===== src/rtl/pclp_pkg.sv =====
// Constants, field layouts and carrier types for the PC card lane and pin control block.
// Assumes one 20 MHz bus clock and a register port driven by the bus state controller.
// What this block does
// - Area-5 second strobe floats while select cleared.
// - Area-6 strobe pin floats while select cleared.
// - Zero wait setting disables external wait input.
// - Lanes 23..16 float unless port enabled.
// - Lanes 31..24 float; port enabled drives 31,30.
package pclp_pkg;

  // Register byte addresses as the bus state controller decodes them.
  localparam logic [31:0] BUS_CONTROL_ONE_ADDR        = 32'h0fff_ff60;
  localparam logic [31:0] BUS_CONTROL_TWO_ADDR        = 32'hffff_ff62;
  localparam logic [31:0] WAIT_STATE_CONTROL_TWO_ADDR = 32'hffff_ff66;
  localparam logic [31:0] PORT_CONTROL_REG_ADDR       = 32'hffff_ff76;
  localparam logic [31:0] PORT_DATA_REG_ADDR          = 32'hffff_ff78;

  // Values after reset.
  localparam logic [15:0] BUS_CONTROL_ONE_RST        = 16'h0000;
  localparam logic [15:0] BUS_CONTROL_TWO_RST        = 16'h0000;
  localparam logic [15:0] WAIT_STATE_CONTROL_TWO_RST = 16'h0000;
  localparam logic [15:0] PORT_CONTROL_REG_RST       = 16'h0000;
  localparam logic [7:0]  PORT_DATA_REG_RST          = 8'h00;

  // Field positions.
  localparam int AREA6_CARD_SELECT_BIT   = 0;  // bus_control_one
  localparam int AREA5_CARD_SELECT_BIT   = 1;  // bus_control_one
  localparam int UPPER_LANE_PORT_EN_BIT  = 0;  // bus_control_two
  localparam int AREA5_WIDTH16_BIT       = 1;  // bus_control_two
  localparam int AREA6_WIDTH16_BIT       = 2;  // bus_control_two
  localparam int AREA5_WAIT_LSB          = 0;  // wait_state_control_two, 3 bits
  localparam int AREA6_WAIT_LSB          = 4;  // wait_state_control_two, 3 bits
  localparam int WAIT_W                  = 3;
  localparam int TOP_LANE_VALUE_LSB      = 14; // port_control_reg, values for lines 31,30

  // Access sizes, coded as the requester presents them.
  localparam logic [1:0] SIZE_BYTE = 2'h0;
  localparam logic [1:0] SIZE_WORD = 2'h1;
  localparam logic [1:0] SIZE_LONG = 2'h2;

  // Register port access widths in bits.
  localparam logic [1:0] REG_SIZE_8  = 2'h0;
  localparam logic [1:0] REG_SIZE_16 = 2'h1;

  typedef enum logic [1:0] {PCLP_IDLE, PCLP_STROBE, PCLP_GAP} pclp_state_t;

  // One card access request.
  typedef struct packed {
    logic        area6;
    logic        write;
    logic [1:0]  size;
    logic        addr0;
    logic [15:0] wdata;
  } pclp_req_t;

  // Drive of the 32 data lines.
  typedef struct packed {
    logic [31:0] out;
    logic [31:0] oe;
  } pclp_lanes_t;

endpackage : pclp_pkg


===== src/rtl/pclp_lane_steer.sv =====
// Byte steering of the lower 16 data lines for one card bus cycle.
// Assumes the caller registers the result; purely combinational.
module pclp_lane_steer
  import pclp_pkg::*;
(
  // Cycle description.
  input  wire logic        is16,
  input  wire logic        phase,
  input  wire pclp_req_t   req,
  // Lower lane drive.
  output logic [15:0] laneOut,
  output logic [15:0] laneOe
);

  logic [7:0] oneByte;

  // On a narrow bus a word goes out as the even byte first, then the odd byte.
  always_comb begin
    oneByte = phase ? req.wdata[7:0] : req.wdata[15:8];
    if (req.size == SIZE_BYTE) begin
      oneByte = req.wdata[7:0];
    end
    laneOut = 16'h0000;
    laneOe  = 16'h0000;
    if (req.write) begin
      if (!is16) begin
        laneOut = {8'h00, oneByte};
        laneOe  = 16'h00ff;
      end else if (req.size == SIZE_BYTE) begin
        // The idle half carries a copy; the card ignores it.
        laneOut = {oneByte, oneByte};
        laneOe  = 16'hffff;
      end else begin
        laneOut = req.wdata;
        laneOe  = 16'hffff;
      end
    end
  end

endmodule // pclp_lane_steer


===== src/rtl/pclp_card_ctrl.sv =====
// Data lane and pin state control for PC card accesses in areas 5 and 6.
// Assumes the bus state controller issues one access at a time and drives the
// register port with the access width of each register.
module pclp_card_ctrl
  import pclp_pkg::*;
(
  // Clock and reset.
  input  wire logic        clk,
  input  wire logic        rst,
  // Register port.
  input  wire logic        regWrite,
  input  wire logic        regRead,
  input  wire logic [31:0] regAddr,
  input  wire logic [1:0]  regSize,
  input  wire logic [15:0] regWdata,
  output logic [15:0] regRdata,
  output logic        regAck,
  // Card access request and answer.
  input  wire logic        accStart,
  input  wire pclp_req_t   accReq,
  output logic [15:0] accRdata,
  output logic        accDone,
  // Card pins.
  input  wire logic [31:0] dataIn,
  output pclp_lanes_t lanes,
  input  wire logic        cardWaitN,
  output logic        waitEnable,
  output logic        area5StrobeOut,
  output logic        area5StrobeOe,
  output logic        area6StrobeOut,
  output logic        area6StrobeOe
);

  typedef struct packed {
    logic [15:0] busControlOne;
    logic [15:0] busControlTwo;
    logic [15:0] waitStateControlTwo;
    logic [15:0] portControlReg;
    logic [7:0]  portData;
    pclp_state_t st;
    logic [WAIT_W-1:0] cnt;
    logic        phase;
    pclp_req_t   req;
    logic [15:0] rdata;
    logic        done;
    logic [15:0] regRdata;
    logic        regAck;
    pclp_lanes_t lanes;
    logic        waitEnable;
    logic        s5Out;
    logic        s5Oe;
    logic        s6Out;
    logic        s6Oe;
  } pclp_regs_t;

  pclp_regs_t state_r;
  pclp_regs_t state_nxt;

  logic [15:0] steerOut;
  logic [15:0] steerOe;
  logic        curIs16;
  logic        startNow;
  pclp_req_t   nxtReq;
  logic        nxtPhase;
  logic        nxtIs16;
  logic        nxtSel;
  logic [WAIT_W-1:0] nxtWait;
  logic [WAIT_W-1:0] curWait;
  logic        upper_lane_port_enable;

  // Upper lane port enable, and the settings that apply to the area of the access in flight.
  assign upper_lane_port_enable  = state_r.busControlTwo[UPPER_LANE_PORT_EN_BIT];
  assign curIs16 = state_r.req.area6 ? state_r.busControlTwo[AREA6_WIDTH16_BIT]
                                     : state_r.busControlTwo[AREA5_WIDTH16_BIT];
  // Lane drive and wait enable are registered together with the state they belong to.
  // They are therefore worked out from the request and byte phase of the coming cycle.
  // Using the current request instead would put the previous access's bytes on the lanes.
  assign startNow = (state_r.st == PCLP_IDLE) && accStart;
  assign nxtReq   = startNow ? accReq : state_r.req;
  assign nxtPhase = startNow ? 1'b0 : ((state_r.st == PCLP_GAP) ? 1'b1 : state_r.phase);
  assign nxtIs16  = nxtReq.area6 ? state_r.busControlTwo[AREA6_WIDTH16_BIT]
                                 : state_r.busControlTwo[AREA5_WIDTH16_BIT];
  assign nxtSel   = nxtReq.area6 ? state_r.busControlOne[AREA6_CARD_SELECT_BIT]
                                 : state_r.busControlOne[AREA5_CARD_SELECT_BIT];
  assign nxtWait  = nxtReq.area6
                  ? state_r.waitStateControlTwo[AREA6_WAIT_LSB +: WAIT_W]
                  : state_r.waitStateControlTwo[AREA5_WAIT_LSB +: WAIT_W];
  assign curWait = state_r.req.area6
                 ? state_r.waitStateControlTwo[AREA6_WAIT_LSB +: WAIT_W]
                 : state_r.waitStateControlTwo[AREA5_WAIT_LSB +: WAIT_W];

  pclp_lane_steer u_steer (
    .is16    (nxtIs16),
    .phase   (nxtPhase),
    .req     (nxtReq),
    .laneOut (steerOut),
    .laneOe  (steerOe)
  );

  // Register port, access sequencer and pin drive, all in one next-state process.
  always_comb begin
    state_nxt        = state_r;
    state_nxt.regAck = 1'b0;
    state_nxt.done   = 1'b0;

    // A write of the wrong width is dropped so a stray byte store cannot half-set a
    // control register; software is expected never to do it.
    if (regWrite && regSize == REG_SIZE_16) begin
      unique case (regAddr)
        BUS_CONTROL_ONE_ADDR:        state_nxt.busControlOne       = regWdata;
        BUS_CONTROL_TWO_ADDR:        state_nxt.busControlTwo       = regWdata;
        WAIT_STATE_CONTROL_TWO_ADDR: state_nxt.waitStateControlTwo = regWdata;
        PORT_CONTROL_REG_ADDR:       state_nxt.portControlReg      = regWdata;
        default: ;
      endcase
    end
    if (regWrite && regSize == REG_SIZE_8 && regAddr == PORT_DATA_REG_ADDR) begin
      state_nxt.portData = regWdata[7:0];
    end
    if (regWrite || regRead) begin
      state_nxt.regAck = 1'b1;
    end
    if (regRead) begin
      unique case (regAddr)
        BUS_CONTROL_ONE_ADDR:        state_nxt.regRdata = state_r.busControlOne;
        BUS_CONTROL_TWO_ADDR:        state_nxt.regRdata = state_r.busControlTwo;
        WAIT_STATE_CONTROL_TWO_ADDR: state_nxt.regRdata = state_r.waitStateControlTwo;
        PORT_CONTROL_REG_ADDR:       state_nxt.regRdata = state_r.portControlReg;
        // Output pins read back their latch, input pins read the line.
        PORT_DATA_REG_ADDR: state_nxt.regRdata = {8'h00,
          (state_r.portData & state_r.portControlReg[7:0]) |
          (dataIn[23:16] & ~state_r.portControlReg[7:0])};
        default:                     state_nxt.regRdata = 16'h0000;
      endcase
    end

    // Access sequencer: strobe lasts the wait setting plus one cycle, then the wait pin.
    unique case (state_r.st)
      PCLP_IDLE: begin
        if (accStart) begin
          state_nxt.req   = accReq;
          state_nxt.phase = 1'b0;
          state_nxt.cnt   = '0;
          state_nxt.st    = PCLP_STROBE;
        end
      end
      PCLP_STROBE: begin
        if (state_r.cnt != curWait) begin
          state_nxt.cnt = state_r.cnt + 1'b1;
        end else if (!(state_r.waitEnable && !cardWaitN)) begin
          // Read data lands per lane as the bus width dictates.
          if (!state_r.req.write) begin
            if (curIs16 && state_r.req.size != SIZE_BYTE) begin
              state_nxt.rdata = dataIn[15:0];
            end else if (curIs16) begin
              state_nxt.rdata = {8'h00, state_r.req.addr0 ? dataIn[7:0] : dataIn[15:8]};
            end else if (state_r.req.size == SIZE_BYTE) begin
              state_nxt.rdata = {8'h00, dataIn[7:0]};
            end else if (!state_r.phase) begin
              state_nxt.rdata[15:8] = dataIn[7:0];
            end else begin
              state_nxt.rdata[7:0] = dataIn[7:0];
            end
          end
          state_nxt.st = PCLP_GAP;
        end
      end
      PCLP_GAP: begin
        // A word on a narrow bus needs a second byte cycle for the odd address.
        if (!curIs16 && state_r.req.size != SIZE_BYTE && !state_r.phase) begin
          state_nxt.phase = 1'b1;
          state_nxt.cnt   = '0;
          state_nxt.st    = PCLP_STROBE;
        end else begin
          state_nxt.done = 1'b1;
          state_nxt.st   = PCLP_IDLE;
        end
      end
      default: state_nxt.st = PCLP_IDLE;
    endcase

    // Wait input only counts when the area has a nonzero wait setting.
    state_nxt.waitEnable = (state_nxt.st == PCLP_STROBE) && (nxtWait != '0);

    // Lower lanes follow the steering only while the strobe is active.
    state_nxt.lanes.out = 32'h0000_0000;
    state_nxt.lanes.oe  = 32'h0000_0000;
    if (state_nxt.st == PCLP_STROBE && nxtSel) begin
      state_nxt.lanes.out[15:0] = steerOut;
      state_nxt.lanes.oe[15:0]  = steerOe;
    end
    // Upper lanes: floating unless the port is enabled.
    if (upper_lane_port_enable) begin
      state_nxt.lanes.out[23:16] = state_nxt.portData;
      state_nxt.lanes.oe[23:16]  = state_nxt.portControlReg[7:0];
      state_nxt.lanes.out[31:30] =
        state_nxt.portControlReg[TOP_LANE_VALUE_LSB +: 2];
      state_nxt.lanes.oe[31:30]  = 2'b11;
    end

    // Strobes are driven high when idle and low in their area's access, or float.
    state_nxt.s5Oe  = state_nxt.busControlOne[AREA5_CARD_SELECT_BIT];
    state_nxt.s5Out = !(state_nxt.st == PCLP_STROBE && !state_nxt.req.area6);
    state_nxt.s6Oe  = state_nxt.busControlOne[AREA6_CARD_SELECT_BIT];
    state_nxt.s6Out = !(state_nxt.st == PCLP_STROBE && state_nxt.req.area6);
  end

  // Single register stage for all state; outputs come straight from it.
  always_ff @(posedge clk or posedge rst) begin
    if (rst) begin
      state_r                     <= '0;
      state_r.busControlOne       <= BUS_CONTROL_ONE_RST;
      state_r.busControlTwo       <= BUS_CONTROL_TWO_RST;
      state_r.waitStateControlTwo <= WAIT_STATE_CONTROL_TWO_RST;
      state_r.portControlReg      <= PORT_CONTROL_REG_RST;
      state_r.portData            <= PORT_DATA_REG_RST;
      state_r.st                  <= PCLP_IDLE;
      state_r.s5Out               <= 1'b1;
      state_r.s6Out               <= 1'b1;
    end else begin
      state_r <= state_nxt;
    end
  end

  assign regRdata       = state_r.regRdata;
  assign regAck         = state_r.regAck;
  assign accRdata       = state_r.rdata;
  assign accDone        = state_r.done;
  assign lanes          = state_r.lanes;
  assign waitEnable     = state_r.waitEnable;
  assign area5StrobeOut = state_r.s5Out;
  assign area5StrobeOe  = state_r.s5Oe;
  assign area6StrobeOut = state_r.s6Out;
  assign area6StrobeOe  = state_r.s6Oe;

endmodule // pclp_card_ctrl


===== config.mk =====
export PLATFORM = sky130hd
export DESIGN_NAME = pclp_card_ctrl
export DESIGN_NICKNAME = d
export VERILOG_FILES = /design/src/rtl/pclp_pkg.sv /design/src/rtl/pclp_lane_steer.sv /design/src/rtl/pclp_card_ctrl.sv
export SDC_FILE = /design/constraint.sdc
export NUM_CORES = 1
export LEC_CHECK = 0
export BUFFER_PORTS_ARGS = -buffer_cell sky130_fd_sc_hd__buf_2
export CORE_ASPECT_RATIO = 0.75
export CORE_UTILIZATION = 49
export DETAILED_ROUTE_END_ITERATION = 16
export HOLD_SLACK_MARGIN = 0.02
export PLACE_DENSITY = 0.77
export SYNTH_ARGS = -nofsm -noshare
export SYNTH_HDL_FRONTEND = slang
export SYNTH_SLANG_ARGS = --single-unit

===== constraint.sdc =====
create_clock -name clk -period 5.2 [get_ports clk]
set_input_delay 0.52 -clock clk [delete_from_list [all_inputs] [get_ports clk]]
set_output_delay 0.52 -clock clk [all_outputs]
set_load 0.02 [all_outputs]

==> flow_summary.json, run 1 <==
{
  "fmax_mhz": 319.7,
  "detail-route-antenna-nets": 0,
  "syn_area_mm2": 0.008509,
  "hpwlAfterDp_mm": 12.22,
  "die_x_um": 154.2,
  "rsz0062_at_grt": "false",
  "cp.buffers_inverters": 2,
  "ys_seq_area_frac": 0.5090,
  "endpoint": "lanes[38]",
  "hold_path_class": "input port to register",
  "drv_cap": 0,
  "coreArea_mm2": 0.01688,
  "syn_inst": 722,
  "hold_buffers": 0,
  "place_congestion": 0.7863,
  "grt_start_max_net_pins": 174,
  "dr.pass1.iters": 4,
  "path_clk_slew_ns": 0.07,
  "tightest_slew_ns": 1.198,
  "ys_ff_latch": 173,
  "period_needed_ns": 3.128,
  "initialDrtViolationCount": 317,
  "r2r_slack_ns": 2.07,
  "cp-start-kind": "register",
  "clkSinkCount": 173,
  "grtUsageTotal": 0.2134,
  "place_ws_ns": 1.969,
  "dieArea_mm2": 0.01790,
  "grt.overflow.total": 0,
  "critPathRequiredTime_ns": 5.50,
  "syn_area_per_cell_um2": 11.79,
  "grt_pass1_wl_mm": 29.16,
  "cts_tree": "yes",
  "cp.depth": 8,
  "path_common_cell": "mux2i_1",
  "rows": 41,
  "status": "completed",
  "clock_path_buffers": 2,
  "cp_top_family": "simple AND/OR/NAND/NOR gates",
  "worst_path_max_delay_cell": "and2_1",
  "cts_setup_buffers": 0,
  "drv_slew": 0,
  "io_pins": 212,
  "synth_edf_count": 0,
  "cts-root-buf": "clkbuf_16",
  "finalWorstSetupSlack_ns": 2.072,
  "fin_crit_sh": 0.6015,
  "num-fill-cells": 1387,
  "finClkSkew_ns": 0.009802,
  "cts-resized-gates": 0,
  "vias": 5619,
  "antenna_found_initial": 2,
  "slowest_delay_ns": 0.81,
  "grt_pass1_vias": 5523,
  "path_class": "register to register",
  "die_h_um": 116.1,
  "layout-drive-gt1-share": 0.4120,
  "layout.nets": 936,
  "syn2layout_area_growth_pct": 13.04,
  "start_util": 0.5042,
  "powerDensity_mw_per_mm2": 395.1,
  "cellLeakagePower_uw": 0.004833,
  "cp.arrival_ns": 3.43,
  "avgViaCountPerCell": 5.346,
  "path_max_fanout": 21,
  "ff2ff_path_depth": 8,
  "h-tree-depth": 4,
  "synth_top_flop_cell": "dfrtp_1",
  "worst_slew_margin_rel": 0.1972,
  "ys_types": 58,
  "worstReg2RegStart": "state_r[128]",
  "crit_chain": "inv_1 > ha_1 > and2_1 > mux2i_1 > buf_4 > o2111a_1 > mux2i_1 > nor2_1",
  "crit_start": "state_r[128]",
  "fin_tns_setup_ns": 0,
  "numCtsBuffers": 17,
  "finalHoldViolations": 0,
  "drc_errors": 0,
  "port_buffers": 191,
  "ys_warn_count": 0,
  "routedWlPerCell_um": 17.39,
  "r2r-end": "lanes[38]",
  "synth-async-reset-ratio": 1.000,
  "drt_wl_total_mm": 18.28,
  "endpoint_kind": "register",
  "ir_worst_vdd_uv": 211.4,
  "setup_violations": 0,
  "clk_latency_ns": 0.43
}
## worst min-delay path by stage
stage,start,endpoint,cells past startpoint
detailed placement,state_r[174],state_r[174],1
floorplan,state_r[170],lanes[30],0
global placement,state_r[174],state_r[174],1
global route,regWrite,regAck,2
finish,regWrite,regAck,2
CTS,regWrite,regAck,2
## power breakdown
part	switching (uW)	internal, uW
combinational	482	371
sequential	78.7	1510
clock	544	810
total	1100	2700
## logic make-up (layout without fill, tap and decap cells)
family                   count (synthesis)  after routing  share of synthesized area
AND/OR/NAND/NOR                        140            140                    0.08704
flip-flops                             173            173                     0.5090
buffers and inverters                  148            250                     0.1110
adder cells (fa/ha/maj)                  5              5                   0.007352
other                                    1             13                  0.0004407
multiplexers                           159            159                     0.2059
XOR/XNOR                                 3              3                   0.003088
AO/OA/AOI/OAI                           93             93                    0.07617
## layer usage
layer / GRT usage / part of all wire / up-vias / routed length, um
li1: - / - / 2644 / -
met4: 0.05267 / 0.010 / 2 / 182
met1: 0.2949 / 0.48 / 2805 / 8710
met5: 0 / 0.00071 / - / 13
met2: 0.3279 / 0.45 / 152 / 8212
met3: 0.06865 / 0.063 / 16 / 1160
## synthesized netlist by cell type, drive strengths merged (4+ instances only)
cell,instances,area share
inv,18,0.0079
nand2,37,0.016
o2bb2ai,16,0.016
and2,21,0.015
a31oi,5,0.0037
ha,5,0.0074
nand3,12,0.0071
or4,5,0.0049
a22oi,16,0.014
nor3,11,0.0065
mux2,116,0.16
nand4,4,0.0029
mux2i,43,0.051
dfrtp,171,0.50
o22ai,8,0.0059
clkbuf,23,0.010
nor2,27,0.012
buf,107,0.093
a21oi,27,0.016
## final cells by class
class,instances,area [um^2],share of cell area
antenna,1,2.502,0.0002601
clock buffer,20,436.7,0.04540
multi-input combinational,412,3286,0.3416
timing repair buffer,200,1036,0.1077
sequential,173,4332,0.4503
clock inverter,12,186.4,0.01938
inverter,18,71.32,0.007414
tap,215,269.0,0.02797
## registers in the layout, summed over array words and instances, names as in the netlist
| register | flops |
|---|---|
| waitEnable | 1 |
| lanes | 37 |
| accRdata | 16 |
| regAck | 1 |
| state_r | 99 |
| area6StrobeOut | 1 |
| accDone | 1 |
| area5StrobeOut | 1 |
| regRdata | 16 |
## stage by stage
step / utilization / total power (uW) / cell area [um^2] / hold slack (ns) / instances
final: 0.5699 / 3800 / 9619 / 0.3058 / 1051
after global routing: 0.5698 / 3985 / 9617 / 0.2951 / 1050
after CTS: 0.5698 / 3825 / 9617 / 0.2907 / 1050
after detailed placement: 0.5329 / 2466 / 8994 / 0.4754 / 1018
after global placement: 0.5329 / 2443 / 8994 / 0.4664 / 1018
after floorplan: - / 2320 / 8554 / 0.3714 / 733
## cell usage in the layout, fill, tap and decap left out, types with 4 or more instances in the layout
cell type / n
buf_2: 191
mux2_1: 15
a31oi_1: 5
bufinv_16: 4
nand3_1: 12
and2_1: 21
nor2_1: 27
nand4_1: 4
clkbuf_16: 17
mux2i_1: 43
nor3_1: 10
o22ai_1: 8
o2bb2ai_1: 16
inv_1: 17
buf_4: 8
or4_1: 4
mux2_4: 4
mux2_2: 97
dfrtp_1: 171
nand2_1: 37
a21oi_1: 27
clkinvlp_4: 4
ha_1: 5
conb_1: 12
a22oi_1: 16
No activity file was read; power rests on OpenSTA's default activity.
==> inputs of run 2 (changes only) <==
ABC_AREA = 1   (was not set)
clock period = 2.5 ns   (was 5.2 ns; I/O delays follow)
==> flow_summary.json, run 2 <==
{
  "status": "completed",
  "top_register": "state_r",
  "path_class": "register to register",
  "dieArea_mm2": 0.01858,
  "syn_area_mm2": 0.008835,
  "grtUsageTotal": 0.2221,
  "synth_top_area_frac": 0.4844,
  "clkSinkCount": 173,
  "synth_top_area_cell": "dfrtp_1",
  "endpoint": "lanes[40]",
  "hpwlAfterDp_mm": 13.84,
  "worstReg2RegStart": "state_r[128]",
  "r2r_slack_ns": 0.37,
  "drv_cap": 0,
  "fin_crit_sh": 0.8501,
  "port_buffers": 191,
  "grt_pass1_vias": 6876,
  "antenna_found_initial": 0,
  "syn2layout_area_growth_pct": 13.26,
  "dr.pass1.iters": 5,
  "cp.depth": 8,
  "ys_top_cells_by_count": "299 x nand2_1, 171 x dfrtp_1, 125 x inv_1",
  "cp-start-kind": "register",
  "h-tree-depth": 4,
  "cp.buffers_inverters": 3,
  "cts-root-buf": "clkbuf_16",
  "clk_latency_ns": 0.42,
  "drt_wl_total_mm": 19.81,
  "powerDensity_mw_per_mm2": 817.9,
  "synth-async-reset-ratio": 1.000,
  "drc_errors": 0,
  "finClkSkew_ns": 0.009295,
  "ys_ff_latch": 173,
  "die_h_um": 118.3,
  "start_util": 0.5004,
  "n_antenna_cell": 0,
  "slowest_delay_ns": 0.41,
  "worst_path_max_delay_cell": "dfrtp_1",
  "critPathRequiredTime_ns": 2.85,
  "cellLeakagePower_uw": 0.005418,
  "clock_path_buffers": 2,
  "syn_area_per_cell_um2": 8.046,
  "ff2ff_path_depth": 8,
  "ys_types": 37,
  "place_congestion": 0.8249,
  "finalHoldViolations": 0,
  "fin_tns_setup_ns": 0,
  "fmax_mhz": 470.5,
  "drv_slew": 0,
  "ir_worst_vdd_uv": 399.6,
  "initialDrtViolationCount": 467,
  "ys_seq_area_frac": 0.4903,
  "r2r-end": "lanes[40]",
  "setup_violations": 0,
  "io_pins": 212,
  "fin_area_mm2": 0.01001,
  "grt.overflow.total": 0,
  "numCtsBuffers": 17,
  "rows": 42,
  "rsz0062_at_grt": "false",
  "period_needed_ns": 2.125,
  "synth_top_flop_cell": "dfrtp_1",
  "coreArea_mm2": 0.01766,
  "tightest_slew_ns": 0.5642,
  "layout.nets": 1313,
  "endpoint_kind": "register",
  "crit_chain": "inv_1 > ha_1 > nand2_2 > buf_4 > o21ai_1 > inv_2 > o2111ai_1 > nor2_1",
  "crit_start": "state_r[128]",
  "layout-drive-gt1-share": 0.2302,
  "detail-route-antenna-nets": 0,
  "hold_path_class": "input port to register",
  "cp.arrival_ns": 2.47,
  "placed_area_mm2": 0.009343,
  "routedWlPerCell_um": 13.62,
  "cts_setup_buffers": 0,
  "syn_inst": 1098,
  "cp_top_family": "buffers and inverters",
  "yosysMostFrequentCell": "nand2_1",
  "path_max_fanout": 32,
  "synth_edf_count": 0,
  "cts_tree": "yes",
  "worst_slew_margin_rel": 0.6231,
  "die_x_um": 157.1,
  "path_clk_slew_ns": 0.07,
  "ys_warn_count": 0,
  "largest_reg_flops": 99,
  "grt_pass1_wl_mm": 32.44,
  "netlist_top_cells_area": "dfrtp_1 48%, nand2_1 13%, buf_4 8.3%",
  "final_cell_mix": "299 x nand2_1, 191 x buf_2, 171 x dfrtp_1",
  "grt_start_max_net_pins": 75,
  "vias": 7184,
  "avgViaCountPerCell": 4.941,
  "layout_commonest_cell": "nand2_1"
}
run 2: worst min-delay path by stage:
stage | startpoint | to | slack, ns | depth (start not counted)
CTS | regWrite | regAck | 0.04 | 3
finish | regWrite | regAck | 0.05 | 3
floorplan | regWrite | regAck | 0.36 | 2
global route | regWrite | regAck | 0.04 | 3
detailed placement | rst | regAck | 0.33 | 2
global placement | rst | regAck | 0.33 | 2
run 2: area by class of cell:
| cell class | instances | area [um^2] |
|---|---|---|
| fill | 1642 | 7651 |
| sequential | 173 | 4332 |
| multi-input combinational | 664 | 3097 |
| timing repair buffer | 208 | 1111 |
| inverter | 135 | 510.5 |
| clock buffer | 19 | 452.9 |
| tap | 242 | 302.8 |
| clock inverter | 13 | 200.2 |
run 2: kinds of logic after synthesis:
| family | after synthesis | share of synthesized area |
|---|---|---|
| and+or+nand+nor | 487 | 0.2395 |
| buffers and inverters | 272 | 0.1639 |
| DFF | 173 | 0.4903 |
| AOI/OAI and AO/OA | 159 | 0.09758 |
| adders and majority gates | 5 | 0.007081 |
| muxes | 1 | 0.001275 |
| other | 1 | 0.0004245 |
run 2: through the flow:
step / hold slack [ns] / total power (uW) / setup WS (ns) / util / std cells
3_3_place_gp: 0.3304 / 5225 / 0.4526 / 0.5291 / 1421
6_report: 0.04657 / 8184 / 0.3748 / 0.5667 / 1454
5_1_grt: 0.04240 / 8651 / 0.1654 / 0.5667 / 1454
4_1_cts: 0.03652 / 8252 / 0.3767 / 0.5667 / 1454
3_5_place_dp: 0.3303 / 5310 / 0.3899 / 0.5291 / 1421
2_1_floorplan: 0.3609 / 4974 / 0.04096 / - / 1109
run 2: per-layer routing:
metal,wire length [um],track usage
met1,9043,0.2965
met2,9433,0.3639
met3,1033,0.04254
met4,298,0.07282
met5,0,0
run 2: worst reg2reg max path, stage by stage, from the launching register on:
cell       delay, ns
dfrtp_1         0.41
inv_1           0.10
ha_1            0.30
nand2_2         0.21
buf_4           0.34
o21ai_1         0.14
inv_2           0.27
o2111ai_1       0.17
nor2_1          0.13
run 2: power by group:
group / switching, uW / total (uW) / internal (uW)
combinational: 1340 / 1970 / 631
sequential: 172 / 3300 / 3130
clock: 1160 / 2920 / 1760
total: 2670 / 8180 / 5520
run 2: timing repair:
item / 4_1_cts / 5_1_grt
endpoints found under the hold margin: 20 / 0
gates resized for setup: 0 / 0
hold buffers: 1 / 0
==> inputs of run 3 (changes only) <==
RECOVER_POWER = 100   (was not set)
==> flow_summary.json, run 3 (synthesis gave the netlist of run 2 again) <==
{
  "status": "completed",
  "fin_crit_sh": 0.8665,
  "drc_errors": 0,
  "path_max_fanout": 32,
  "use_met2": 0.3639,
  "use_met3": 0.04254,
  "drt_wl_total_mm": 19.90,
  "die_x_um": 157.1,
  "layout-drive-gt1-share": 0.1411,
  "clk_latency_ns": 0.43,
  "endpoint_kind": "register",
  "grt-busiest-layer": "met2",
  "coreArea_mm2": 0.01766,
  "hold_buffers": 1,
  "cts_setup_buffers": 0,
  "place_ws_ns": 0.3899,
  "initialDrtViolationCount": 398,
  "setup_violations": 0,
  "rows": 42,
  "fmax_mhz": 461.6,
  "syn2layout_area_growth_pct": 11.09,
  "swShare": 0.3268,
  "ir_worst_vdd_uv": 400.2,
  "dieArea_mm2": 0.01858,
  "cts-root-buf": "clkbuf_16",
  "routedWlPerCell_um": 13.68,
  "cts-resized-gates": 0,
  "grt_use_met1": 0.2965,
  "finalWorstSetupSlack_ns": 0.3338,
  "p_comb_frac": 0.231,
  "critPathRequiredTime_ns": 2.85,
  "layout_commonest_cell": "nand2_1",
  "tightest_slew_ns": 1.375,
  "clock_path_buffers": 2,
  "finClkSkew_ns": 0.01136,
  "fin_tns_setup_ns": 0,
  "grt.overflow.total": 0,
  "detail-route-antenna-nets": 0,
  "drv_cap": 0,
  "cp.arrival_ns": 2.52,
  "clkPwrFrac": 0.361,
  "path_class": "register to register",
  "p_int_uw": 5445,
  "layout.nets": 1313,
  "hold_path_class": "input port to register",
  "largest_reg_flops": 99,
  "io_pins": 212,
  "h-tree-depth": 4,
  "cellLeakagePower_uw": 0.005010,
  "dr.pass1.iters": 4,
  "n_antenna_cell": 0,
  "top_register": "state_r",
  "clkSinkCount": 173,
  "worst_slew_margin_rel": 0.08005,
  "powerDensity_mw_per_mm2": 824.2,
  "path_clk_slew_ns": 0.07,
  "finalHoldViolations": 0,
  "avgViaCountPerCell": 4.949,
  "cts_tree": "yes",
  "final_cell_mix": "302 x nand2_1, 171 x dfrtp_1, 125 x inv_1",
  "rsz0062_at_grt": "false",
  "period_needed_ns": 2.166,
  "numCtsBuffers": 17,
  "grtUsageTotal": 0.2221,
  "switchingPower_uw": 2643,
  "vias": 7196,
  "grt_pass1_vias": 6876,
  "place_congestion": 0.8249,
  "start_util": 0.5004,
  "die_h_um": 118.3,
  "p_total_uw": 8089,
  "drv_slew": 0,
  "cp-start-kind": "register",
  "port_buffers": 191,
  "antenna_found_initial": 0,
  "power_frac_seq": 0.408,
  "grt_pass1_wl_mm": 32.44,
  "grt_start_max_net_pins": 75,
  "hpwlAfterDp_mm": 13.84
}
## run 3: layout make-up
class	instances	area, um^2
fillers	1721	7843
flip-flops and latches	173	4332
multi-input cells	664	3060
repair buffers	208	958.4
inverters	135	508.0
clock buffers	19	452.9
well taps	242	302.8
clock inverters	13	200.2
## run 3: layer usage
| layer | wire length [um] | up-vias |
|---|---|---|
| met5 | 0 | - |
| met4 | 255 | 0 |
| met3 | 1091 | 20 |
| met2 | 9487 | 214 |
| met1 | 9061 | 3413 |
| li1 | - | 3549 |
## run 3: power by group through the flow
| stage | combinational, uW | sequential, uW | clock (uW) |
|---|---|---|---|
| floorplan | 1660 | 3310 | 0 |
| global placement | 1900 | 3320 | 0 |
| detailed placement | 1970 | 3340 | 0 |
| CTS | 1980 | 3290 | 2970 |
| global route | 2130 | 3330 | 3090 |
| finish | 1870 | 3300 | 2920 |
## run 3: critical path, stage by stage, from the launching register on
cell       delay, ns
dfrtp_1         0.41
inv_1           0.09
ha_1            0.30
nand2_2         0.21
buf_4           0.33
o21ai_0         0.17
inv_2           0.29
o2111ai_1       0.18
nor2_1          0.12
## run 3: final timing paths
| check | from | end | slack, ns | cells past startpoint |
|---|---|---|---|---|
| setup / recovery | state_r[128] | lanes[41] | 0.33 | 8 |
| hold / removal | regWrite | regAck | 0.04 | 3 |
| setup reg to reg | state_r[128] | lanes[41] | 0.33 | 8 |
| hold reg to reg | regRdata[15] | regRdata[15] | 0.49 | 2 |
| max in group asynchronous | rst | accRdata[15] | 0.51 | 4 |
| min in group asynchronous | rst | regAck | 0.57 | 3 |
## run 3: per-stage QoR
stage / utilization / instances / instance area [um^2] / hold slack, ns
floorplan: - / 1109 / 8880 / 0.3609
global placement: 0.5291 / 1421 / 9343 / 0.3304
detailed placement: 0.5291 / 1421 / 9343 / 0.3303
CTS: 0.5667 / 1454 / 10010 / 0.03652
global route: 0.5558 / 1454 / 9814 / 0.04240
finish: 0.5558 / 1454 / 9814 / 0.04466
